===== config.mk =====
export PLATFORM = sky130hd
export DESIGN_NAME = bie_exec
export DESIGN_NICKNAME = d
export VERILOG_FILES = /design/src/bie_pkg.sv /design/src/bie_incr.sv /design/src/bie_exec.sv
export VERILOG_INCLUDE_DIRS = /design/src
export SDC_FILE = /design/constraint.sdc
export NUM_CORES = 1
export LEC_CHECK = 0
export ABC_AREA = 1
export BUFFER_PORTS_ARGS = -buffer_cell sky130_fd_sc_hd__buf_2
export CORE_MARGIN = 4
export CORE_UTILIZATION = 45
export CTS_CLUSTER_SIZE = 20
export DETAILED_ROUTE_END_ITERATION = 10
export PLACE_DENSITY = 0.73
export SETUP_SLACK_MARGIN = 0.05
export SYNTH_ARGS = -nofsm -noshare
export SYNTH_HDL_FRONTEND = slang
export SYNTH_HIERARCHICAL = 1
export SYNTH_SLANG_ARGS = --single-unit

===== constraint.sdc =====
create_clock -name clk_i -period 3.15 [get_ports clk_i]
set_input_delay 0.315 -clock clk_i [delete_from_list [all_inputs] [get_ports clk_i]]
set_output_delay 0.315 -clock clk_i [all_outputs]
set_load 0.005 [all_outputs]

===== src/bie_params.svh =====
`ifndef BIE_PARAMS_SVH
`define BIE_PARAMS_SVH

// ----------------------------------------------------------------
// Instruction field layout
// ----------------------------------------------------------------
`define BIE_INSTR_W      12
`define BIE_DATA_W       8
`define BIE_PC_W         11
`define BIE_IMM_W        9
`define BIE_FADDR_W      5
`define BIE_DEST_BIT     5
`define BIE_FADDR_LSB    0

// ----------------------------------------------------------------
// Opcode prefixes
// ----------------------------------------------------------------
`define BIE_JMP_MSB      11
`define BIE_JMP_LSB      9
`define BIE_JMP_CODE     3'h5
`define BIE_INC_MSB      11
`define BIE_INC_LSB      6
`define BIE_INC_CODE     6'h0a
`define BIE_INCSZ_CODE   6'h0f

// ----------------------------------------------------------------
// Reset values and timing
// ----------------------------------------------------------------
`define BIE_PC_RST       11'h000
`define BIE_DATA_RST     8'h00
`define BIE_FADDR_RST    5'h00
`define BIE_JMP_CYCLES   2
`define BIE_SKIP_CYCLES  2

`endif


===== src/bie_pkg.sv =====
`include "bie_params.svh"

package bie_pkg;

  // Decoded operation class
  typedef enum logic [1:0] {
    OP_NONE,
    OP_JUMP,
    OP_INC,
    OP_INCSZ
  } bie_op_e;

  // One write-back toward the datapath
  typedef struct packed {
    logic                       we;    // Write pulse
    logic [`BIE_FADDR_W-1:0]    addr;  // File index
    logic [`BIE_DATA_W-1:0]     data;  // Result byte
  } bie_wb_s;

endpackage


===== src/bie_incr.sv =====
`timescale 1ns/100ps
`include "bie_params.svh"

// ----------------------------------------------------------------
// Wrapping incrementer with zero detect
// ----------------------------------------------------------------
module bie_incr #(
  parameter int WIDTH = `BIE_DATA_W
) (
  input  wire logic [WIDTH-1:0] val_i,   // Operand
  output logic      [WIDTH-1:0] sum_o,   // Operand plus one
  output logic                  zero_o   // Sum is zero
);

  // Width below two makes the zero case meaningless; refused at elaboration
  if (WIDTH < 2) begin : g_width_check
    $error("bie_incr: WIDTH must be at least 2");
  end

  // Carry out is dropped on purpose so all-ones wraps to zero
  always_comb begin
    sum_o  = val_i + {{(WIDTH-1){1'b0}}, 1'b1};
    zero_o = (sum_o == '0);
  end

endmodule


===== src/bie_exec.sv =====
`timescale 1ns/100ps
`include "bie_params.svh"

// ----------------------------------------------------------------
// Decode and execute slice: jump, increment, increment-skip
// ----------------------------------------------------------------
module bie_exec #(
  parameter int DATA_W = `BIE_DATA_W
) (
  input  wire logic                      clk_i,          // Instruction clock
  input  wire logic                      rst_n_i,        // Async reset, low
  input  wire logic                      instr_valid_i,  // Word presented
  input  wire logic [`BIE_INSTR_W-1:0]   instr_i,        // Instruction word
  input  wire logic [DATA_W-1:0]         file_rdata_i,   // Addressed file value
  input  wire logic [1:0]                page_i,         // Status page select
  output logic                           pc_load_o,      // Load counter pulse
  output logic [`BIE_PC_W-1:0]           pc_target_o,    // New counter value
  output logic                           discard_o,      // Prefetch dropped
  output logic                           w_we_o,         // Working reg write
  output logic [DATA_W-1:0]              w_data_o,       // Working reg data
  output logic                           f_we_o,         // File reg write
  output logic [`BIE_FADDR_W-1:0]        f_addr_o,       // File reg index
  output logic [DATA_W-1:0]              f_data_o,       // File reg data
  output logic                           z_we_o,         // Zero flag write
  output logic                           z_o             // Zero flag value
);

  // The datapath is byte wide; other widths break the wrap point
  if (DATA_W != `BIE_DATA_W) begin : g_width_check
    $error("bie_exec: DATA_W must be 8");
  end

  // ----------------------------------------------------------------
  // Decode
  // ----------------------------------------------------------------
  // Shared opcode classifier
  function automatic bie_pkg::bie_op_e op_of(input logic [`BIE_INSTR_W-1:0] w);
    bie_pkg::bie_op_e r;
    r = bie_pkg::OP_NONE;
    if (w[`BIE_JMP_MSB:`BIE_JMP_LSB] == `BIE_JMP_CODE) begin
      r = bie_pkg::OP_JUMP;
    end else if (w[`BIE_INC_MSB:`BIE_INC_LSB] == `BIE_INC_CODE) begin
      r = bie_pkg::OP_INC;
    end else if (w[`BIE_INC_MSB:`BIE_INC_LSB] == `BIE_INCSZ_CODE) begin
      r = bie_pkg::OP_INCSZ;
    end
    return r;
  endfunction

  typedef enum logic {
    ST_RUN,  // Executing presented words
    ST_NOP   // Forced no-op slot
  } bie_state_e;

  bie_state_e               state_r;    // Slot state
  bie_state_e               state_nxt;  // Next slot state
  bie_pkg::bie_op_e         op;         // Current class
  logic [DATA_W-1:0]        inc_sum;    // Incremented value
  logic                     inc_zero;   // Result zero
  logic                     dest;       // Destination select
  logic [`BIE_FADDR_W-1:0]  faddr;      // File index field
  logic                     take;       // Word is executed

  always_comb begin
    op    = op_of(instr_i);
    dest  = instr_i[`BIE_DEST_BIT];
    faddr = instr_i[`BIE_FADDR_LSB +: `BIE_FADDR_W];
    take  = instr_valid_i && (state_r == ST_RUN);
  end

  bie_incr #(
    .WIDTH (DATA_W)
  ) u_incr (
    .val_i  (file_rdata_i),
    .sum_o  (inc_sum),
    .zero_o (inc_zero)
  );

  // ----------------------------------------------------------------
  // Next state
  // ----------------------------------------------------------------
  logic                     pc_load_nxt;  // Next load pulse
  logic [`BIE_PC_W-1:0]     pc_tgt_nxt;   // Next target
  logic                     discard_nxt;  // Next discard
  bie_pkg::bie_wb_s         wwb_nxt;      // Next working write
  bie_pkg::bie_wb_s         fwb_nxt;      // Next file write
  logic                     z_we_nxt;     // Next flag write
  logic                     z_nxt;        // Next flag value

  // Pulses default low; data holds so a scope sees last result
  always_comb begin
    state_nxt   = ST_RUN;
    pc_load_nxt = 1'b0;
    pc_tgt_nxt  = pc_target_o;
    discard_nxt = 1'b0;
    wwb_nxt     = '{we: 1'b0, addr: `BIE_FADDR_RST, data: w_data_o};
    fwb_nxt     = '{we: 1'b0, addr: f_addr_o, data: f_data_o};
    z_we_nxt    = 1'b0;
    z_nxt       = z_o;
    if (take) begin
      unique case (op)
        bie_pkg::OP_JUMP: begin
          // Page bits on top, immediate below; flags untouched
          pc_load_nxt = 1'b1;
          pc_tgt_nxt  = {page_i, instr_i[`BIE_IMM_W-1:0]};
          discard_nxt = 1'b1;
          state_nxt   = ST_NOP;
        end
        bie_pkg::OP_INC, bie_pkg::OP_INCSZ: begin
          // Result goes to working reg on 0, file reg on 1
          if (dest) begin
            fwb_nxt = '{we: 1'b1, addr: faddr, data: inc_sum};
          end else begin
            wwb_nxt = '{we: 1'b1, addr: faddr, data: inc_sum};
          end
          if (op == bie_pkg::OP_INC) begin
            z_we_nxt = 1'b1;
            z_nxt    = inc_zero;
          end else if (inc_zero) begin
            // Skip form never writes the flag
            discard_nxt = 1'b1;
            state_nxt   = ST_NOP;
          end
        end
        bie_pkg::OP_NONE: begin
          // Other instructions belong to other slices
        end
      endcase
    end
    // In ST_NOP the presented word is the discarded prefetch
  end

  // ----------------------------------------------------------------
  // Registers
  // ----------------------------------------------------------------
  // Only registers next values; every output is a flop
  always_ff @(posedge clk_i or negedge rst_n_i) begin
    if (!rst_n_i) begin
      state_r     <= ST_RUN;
      pc_load_o   <= 1'b0;
      pc_target_o <= `BIE_PC_RST;
      discard_o   <= 1'b0;
      w_we_o      <= 1'b0;
      w_data_o    <= `BIE_DATA_RST;
      f_we_o      <= 1'b0;
      f_addr_o    <= `BIE_FADDR_RST;
      f_data_o    <= `BIE_DATA_RST;
      z_we_o      <= 1'b0;
      z_o         <= 1'b0;
    end else begin
      state_r     <= state_nxt;
      pc_load_o   <= pc_load_nxt;
      pc_target_o <= pc_tgt_nxt;
      discard_o   <= discard_nxt;
      w_we_o      <= wwb_nxt.we;
      w_data_o    <= wwb_nxt.data;
      f_we_o      <= fwb_nxt.we;
      f_addr_o    <= fwb_nxt.addr;
      f_data_o    <= fwb_nxt.data;
      z_we_o      <= z_we_nxt;
      z_o         <= z_nxt;
    end
  end
endmodule


==> parameters.txt, run 1 <==
Parameter                              Value

Run status
  Run status ... completed

Cells and area
  Share of cells above drive strength 1 ... between 20% and 30%
  Cell area after layout ... about 2200 sq um
  Diode count ... 0
  Fill cells ... roughly 370
  Area grow syn2layout ... 24.0%
  Final #Nets ... roughly 300
  Final std cells w/o fill ... 327
  Post-route core utilization ... around 59%

Drt
  Drt first-iter violations ... 113
  Routed length on met3 ... between 200 and 300 um
  M1 WL ... around 1.7 mm
  Routed wire length per instance ... 11.9 um
  Wire length on met2 ... 1.87 mm
  Highest metal layer with signal wires ... met4
  Total vias in the final route ... 1561
  Antenna Violating Nets Remaining ... 0
  DRC violation count after routing ... 0
  DRT Pass-1 Iters ... 4
  Via density per instance ... approximately 4.8
  Detailed-route wire length ... ~3.9 mm

Synthesis
  Synth Register Bits ... 38
  Mux share of post-synthesis cell area ... 0%
  Area share of the leading cell type in the synthesized netlist ... between 50% and 60%
  Avg Synthesized Cell Area ... 8.25 sq um
  Cell with the most instances after synthesis ... sky130_fd_sc_hd__nand2_1
  Share of the yosys chip area belonging to registers ... a little over half
  Synth unique cells ... 22
  Synth Area in Simple Gates ... between 30% and 40%
  Number of standard cells after synthesis ... approximately 220
  Net count of the mapped netlist ... 242
  Ranking of synthesized cells by instance count ... sky130_fd_sc_hd__nand2_1 (94), sky130_fd_sc_hd__dfrtp_1 (38), sky130_fd_sc_hd__nand3_1 (29)
  Most area-consuming cells after synthesis ... sky130_fd_sc_hd__dfrtp_1 (54%), sky130_fd_sc_hd__nand2_1 (20%), sky130_fd_sc_hd__nand3_1 (8.2%), sky130_fd_sc_hd__inv_1 (3.4%), sky130_fd_sc_hd__buf_6 (1.9%)
  Post-synth top flop ... sky130_fd_sc_hd__dfrtp_1
  YS warnings ... 6
  Async set-reset flop share out of synthesis ... between 90% and 100%
  Fraction of synthesized cell area in xor and xnor cells ... less than 1%
  Combinational family with the most area after synthesis ... simple AND/OR/NAND/NOR gates
  Post-Synthesis Cell Area ... ~1800 sq um
  Adder and majority cell fraction of the synthesized area ... under 10%
  Share of the synthesized area in compound gates (AO/OA/AOI/OAI) ... a little under 2%
  Post-synth top area cell ... sky130_fd_sc_hd__dfrtp_1
  Post-synth EDFFs ... 0

Run
  Max-cap check violation count ... 0

STA
  Measured slew at the worst slew-check pin ... ~0.82 ns
  Clock period minus final worst setup slack ... 1.68 ns
  Sum of negative setup slack ... 0 ns
  Final cycle utilization of the critical path ... between 50% and 60%
  Setup repair after global routing missed its margin ... false
  Relative max-transition margin ... 45.1%
  Worst-case hold slack ... between 0.1 and 0.15 ns
  Final worst-path setup slack ... around 1.5 ns
  Final count of negative-setup-slack endpoints ... 0
  Maximum clock rate ... slightly below 600 MHz
  Max Clock Skew ... approximately 0.006 ns
  Final-report max-slew violation count ... 0
  Final Hold Vio Count ... 0

Global route
  Pin count of the biggest net entering global routing ... 39
  Wire length of the first global-routing pass ... 6.63 mm
  GRT overflow ... 0
  Via count of the first global-routing pass ... ~1500
  Total routing usage reported by global routing ... between 15 and 20%
  Antenna violations before repair ... 0

Clock network
  Worst skew pair latency ... a little under 0.3 ns
  Post-cts gate resize count ... 0
  CTS clk-pin slew, worst paths ... 0.07 ns
  CTS Hold Bufs ... 0
  Clock tree root driver cell ... sky130_fd_sc_hd__clkbuf_8
  Post-CTS setup buffer count ... 0
  Sink count of the clock tree ... 38
  Clk buf depth ... 2
  TritonCTS clock tree ... built
  CTS H-Tree Depth ... 2
  Number of buffers inserted during clock tree synthesis ... 5

Setup path
  Sort of element at the end of the critical path ... flip-flop
  Worst EP required ... about 3.4 ns
  Cell type of the slowest stage on the worst timing path ... sky130_fd_sc_hd__nand4_1
  Type of element launching the critical path ... flip-flop
  Top cell family by delay on the critical path ... simple AND/OR/NAND/NOR gates
  Register-to-Register Path Depth ... 5
  Arrival time of the worst setup path ... 1.90 ns
  Register-to-Register Setup Slack ... between 1 and 1.5 ns
  Delay contributed by the slowest stage of the critical path ... roughly 0.44 ns
  Worst setup startpoint ... state_r
  Most common cell type on the critical path ... sky130_fd_sc_hd__nand2_1
  Critical path buffer and inverter count ... 1
  Endpoint of the worst register-to-register path ... pc_target_o[6]
  Origin of the critical flop-to-flop path ... state_r
  Cell breakdown of the critical path ... nor2_2, nand4_1, inv_1, nand2_1, nand2_1
  Type of the setup path with the least slack ... flip-flop to flip-flop
  Endpoint of the worst setup timing path ... pc_target_o[6]
  Maximum fanout along the worst path ... 13
  Crit path depth ... 5

Placed design
  Number of buffers inserted by port buffering ... 62
  Post-placement setup slack ... between 1 and 1.5 ns
  Area post-placement ... approximately 2100 sq um
  Global placement routability congestion ... between 0.8 and 0.9
  Sum of net half-perimeters after detailed placement ... about 2.9 mm
  Placed Cells ... between 300 and 400

Power and ir drop
  Leakage power summed over all cells ... approximately 1.3 nW
  Design Power ... 1.19 mW
  Proportion of power drawn by flip-flops and latches ... 49.4%
  Internal Dissipation ... slightly below 0.9 mW
  Switching power total ... roughly 0.31 mW
  Portion of total power attributed to the clock network ... 33.4%
  Combinational share of power ... between 10% and 20%
  Worst ir drop on vdd ... 0.239 mV
  Power per unit of standard cell area ... 541 nW/um^2
  Share of total power consumed by net switching ... between 20% and 30%

Die
  Height of the die ... 70.8 um
  IO Count ... between 60 and 70
  Die Outline Area ... 5010 sq um
  Number of placement rows ... 22
  Initial core utilization ... between 40% and 50%
  Core region area ... 3740 sq um
  DIE WIDTH ... a little over 70 um

Hold path
  Class of the tightest hold or removal check ... primary input to asynchronous set/reset pin
placed cells by master, fill, tap and decap left out, types with 2 or more instances in the layout:
cell type,instances
sky130_fd_sc_hd__nand3_1,29
sky130_fd_sc_hd__clkbuf_8,5
sky130_fd_sc_hd__nand2_1,94
sky130_fd_sc_hd__o21bai_1,2
sky130_fd_sc_hd__nand4_1,2
sky130_fd_sc_hd__nor2_1,8
sky130_fd_sc_hd__inv_2,2
sky130_fd_sc_hd__dfrtp_1,38
sky130_fd_sc_hd__buf_2,62
sky130_fd_sc_hd__nor2_2,3
sky130_fd_sc_hd__nand2_4,2
sky130_fd_sc_hd__o21ai_0,3
sky130_fd_sc_hd__inv_1,16
sky130_fd_sc_hd__nor2_4,2
sky130_fd_sc_hd__ha_1,2
sky130_fd_sc_hd__clkbuf_1,2
power groups by stage:
stage | Sequential (mW) | Clock, mW | Combinational, mW
floorplan | 0.603 | 0 | 0.0858
global placement | 0.598 | 0 | 0.204
detailed placement | 0.598 | 0 | 0.209
CTS | 0.589 | 0.405 | 0.210
global route | 0.596 | 0.426 | 0.235
finish | 0.588 | 0.398 | 0.205
state kept, by name, summed over array words and instances, names as in the netlist:
name	count
pc_load_o	1
w_we_o	1
f_addr_o	5
f_we_o	1
z_o	1
state_r	1
pc_target_o	11
z_we_o	1
f_data_o	8
w_data_o	8
area by class of cell:
cell class              count  area (sq um)  share of cell area [%]
flip-flops and latches     38           951                    43.2
multi-input cells         153           704                    32.0
repair buffers             62           310                    14.1
clock buffers               7          76.3                    3.47
inverters                  18          67.6                    3.07
well taps                  48          60.1                    2.73
clock inverters             1          30.0                    1.37
logic make-up after synthesis:
kind of cell             after synthesis
AND/OR/NAND/NOR                      143
flip-flops                            38
buffers and inverters                 24
AO/OA/AOI/OAI                          6
XOR/XNOR                               2
adder cells (fa/ha/maj)                2
worst min-delay path by stage:
stage	startpoint	to	slack, ns	cells past startpoint
after global routing	rst_n_i	z_we_o	0.18	1
after CTS	rst_n_i	z_we_o	0.15	1
after global placement	f_addr_o[2]	f_addr_o[2]	0.45	2
final	rst_n_i	z_o	0.12	1
after detailed placement	f_addr_o[0]	f_addr_o[0]	0.45	2
after floorplan	rst_n_i	f_addr_o[0]	0.02	0
layer usage:
layer  vias to the layer above  GRT usage (%)
met5                         -              0
met1                       707           20.9
met2                        53           27.1
met3                         4           4.40
li1                        797              -
met4                         0           5.64
Note: power is estimated with default switching activity, not from simulation.
==> inputs of run 2 (changes only) <==
clock period = 1.58 ns   (was 3.15 ns; I/O delays follow)
==> parameters.txt, run 2 (synthesis gave the netlist of run 1 again) <==
Parameter                              Value

Die
  Height of the die ... 70.8 um
  Core region area ... about 3700 sq um
  Number of placement rows ... 22
  Die Outline Area ... 5010 sq um
  Initial core utilization ... a little under half
  IO Count ... 63
  DIE WIDTH ... 70.8 um

Clock network
  TritonCTS clock tree ... built
  Number of buffers inserted during clock tree synthesis ... 5
  CTS clk-pin slew, worst paths ... 0.08 ns
  Post-cts gate resize count ... 0
  Sink count of the clock tree ... 38
  Post-CTS setup buffer count ... 0
  Clk buf depth ... 2
  Worst skew pair latency ... roughly 0.29 ns
  Clock tree root driver cell ... sky130_fd_sc_hd__clkbuf_8
  CTS H-Tree Depth ... 2
  CTS Hold Bufs ... 1

Setup path
  Crit path depth ... 6
  Cell breakdown of the critical path ... nor2_2, inv_2, nor2_4, buf_4, nand3_1, nand2_1
  Type of the setup path with the least slack ... flip-flop to flip-flop
  Sort of element at the end of the critical path ... flip-flop
  Delay contributed by the slowest stage of the critical path ... roughly 0.38 ns
  Type of element launching the critical path ... flip-flop
  Cell type of the slowest stage on the worst timing path ... sky130_fd_sc_hd__dfrtp_1
  Arrival time of the worst setup path ... ~1.5 ns
  Critical path buffer and inverter count ... 2
  Worst EP required ... roughly 1.8 ns
  Maximum fanout along the worst path ... 9
  Top cell family by delay on the critical path ... simple AND/OR/NAND/NOR gates
  Register-to-Register Path Depth ... 6

Cells and area
  Final #Nets ... a little over 300
  Share of cells above drive strength 1 ... roughly 30%
  Fill cells ... about 370
  Registers with the most flip-flops ... pc_target_o (11), f_data_o (8), w_data_o (8)
  Top library cells by usage in the layout, fill and taps aside ... sky130_fd_sc_hd__nand2_1 (94), sky130_fd_sc_hd__buf_2 (62), sky130_fd_sc_hd__dfrtp_1 (38), sky130_fd_sc_hd__nand3_1 (29), sky130_fd_sc_hd__inv_1 (16)
  Max reg flops ... 11
  Post-route core utilization ... between 60 and 70%
  Diode count ... 0
  Commonest non-fill, non-tap cell in the layout ... sky130_fd_sc_hd__nand2_1
  Most flops, register ... pc_target_o
  Area grow syn2layout ... 27.1%

Global route
  Total routing usage reported by global routing ... between 10% and 20%
  Antenna violations before repair ... 0
  Via count of the first global-routing pass ... 1432
  Pin count of the biggest net entering global routing ... 39
  GRT overflow ... 0
  Wire length of the first global-routing pass ... approximately 6.5 mm

Placed design
  Sum of net half-perimeters after detailed placement ... 3.01 mm
  Global placement routability congestion ... between 0.8 and 0.9
  Number of buffers inserted by port buffering ... 62

STA
  Max Clock Skew ... 0.00676 ns
  Clock period minus final worst setup slack ... 1.24 ns
  Measured slew at the worst slew-check pin ... roughly 0.46 ns
  Maximum clock rate ... ~800 MHz
  Final cycle utilization of the critical path ... between 70% and 80%
  Setup repair after global routing missed its margin ... false
  Relative max-transition margin ... around 69%
  Final count of negative-setup-slack endpoints ... 0
  Final Hold Vio Count ... 0
  Sum of negative setup slack ... 0 ns
  Final-report max-slew violation count ... 0

Drt
  Total vias in the final route ... about 1600
  DRC violation count after routing ... 0
  Via density per instance ... roughly 4.7
  Routed wire length per instance ... 11.9 um
  Detailed-route wire length ... ~3.9 mm
  Antenna Violating Nets Remaining ... 0
  DRT Pass-1 Iters ... 4
  Drt first-iter violations ... 78

Run status
  Run status ... completed

Run
  Max-cap check violation count ... 0

Hold path
  Hold path depth ... 3
  Class of the tightest hold or removal check ... primary input to flip-flop

Power and ir drop
  Power per unit of standard cell area ... about 1100 nW/um^2
  Worst ir drop on vdd ... roughly 0.48 mV
  Leakage power summed over all cells ... 1.37 nW
run 2: layout make-up:
type                            instances  area [sq um]  share of cell area, %
Timing Repair Buffer                   68           358                   15.9
Clock buffer                            5          68.8                   3.05
Tap cell                               48          60.1                   2.66
Clock inverter                          3          45.0                   2.00
Multi-Input combinational cell        153           704                   31.2
Sequential cell                        38           951                   42.2
Inverter                               18          67.6                   3.00
run 2: power breakdown:
part | switching [mW] | internal, mW | leakage (nW)
sequential | 0.0682 | 1.10 | 0.503
combinational | 0.226 | 0.191 | 0.820
clock | 0.354 | 0.469 | 0.0504
run 2: worst min-delay path, delay by kind of cell:
kind	cells	cell delay, ns
buffers and inverters	1	0.07
AND/OR/NAND/NOR	2	0.09
run 2: worst paths after layout:
check | endpoint | slack (ns) | startpoint
min | pc_target_o[9] | 0.05 | page_i[0]
max in group asynchronous | w_data_o[7] | 0.81 | rst_n_i
max reg2reg | f_data_o[5] | 0.34 | state_r
min reg2reg | w_data_o[7] | 0.47 | w_data_o[7]
max | f_data_o[5] | 0.34 | state_r
min in group asynchronous | pc_target_o[1] | 0.44 | rst_n_i
run 2: per-layer routing:
| metal | track usage (%) | wire, um | up-vias |
|---|---|---|---|
| li1 | - | - | 812 |
| met1 | 20.7 | 1750 | 703 |
| met2 | 27.6 | 1940 | 41 |
| met3 | 4.69 | 223 | 2 |
| met4 | 6.89 | 34 | 0 |
| met5 | 0 | 0 | - |
run 2: stage by stage:
stage	setup WS (ns)	cell area [sq um]	power, mW	hold slack [ns]	cells
after floorplan	0.423	1770	1.37	-0.138	215
after global placement	0.257	2130	1.61	0.229	324
after detailed placement	0.191	2130	1.62	0.232	324
after CTS	0.315	2250	2.44	0.0474	333
after global routing	0.211	2250	2.56	0.0705	333
final	0.335	2250	2.41	0.0533	333
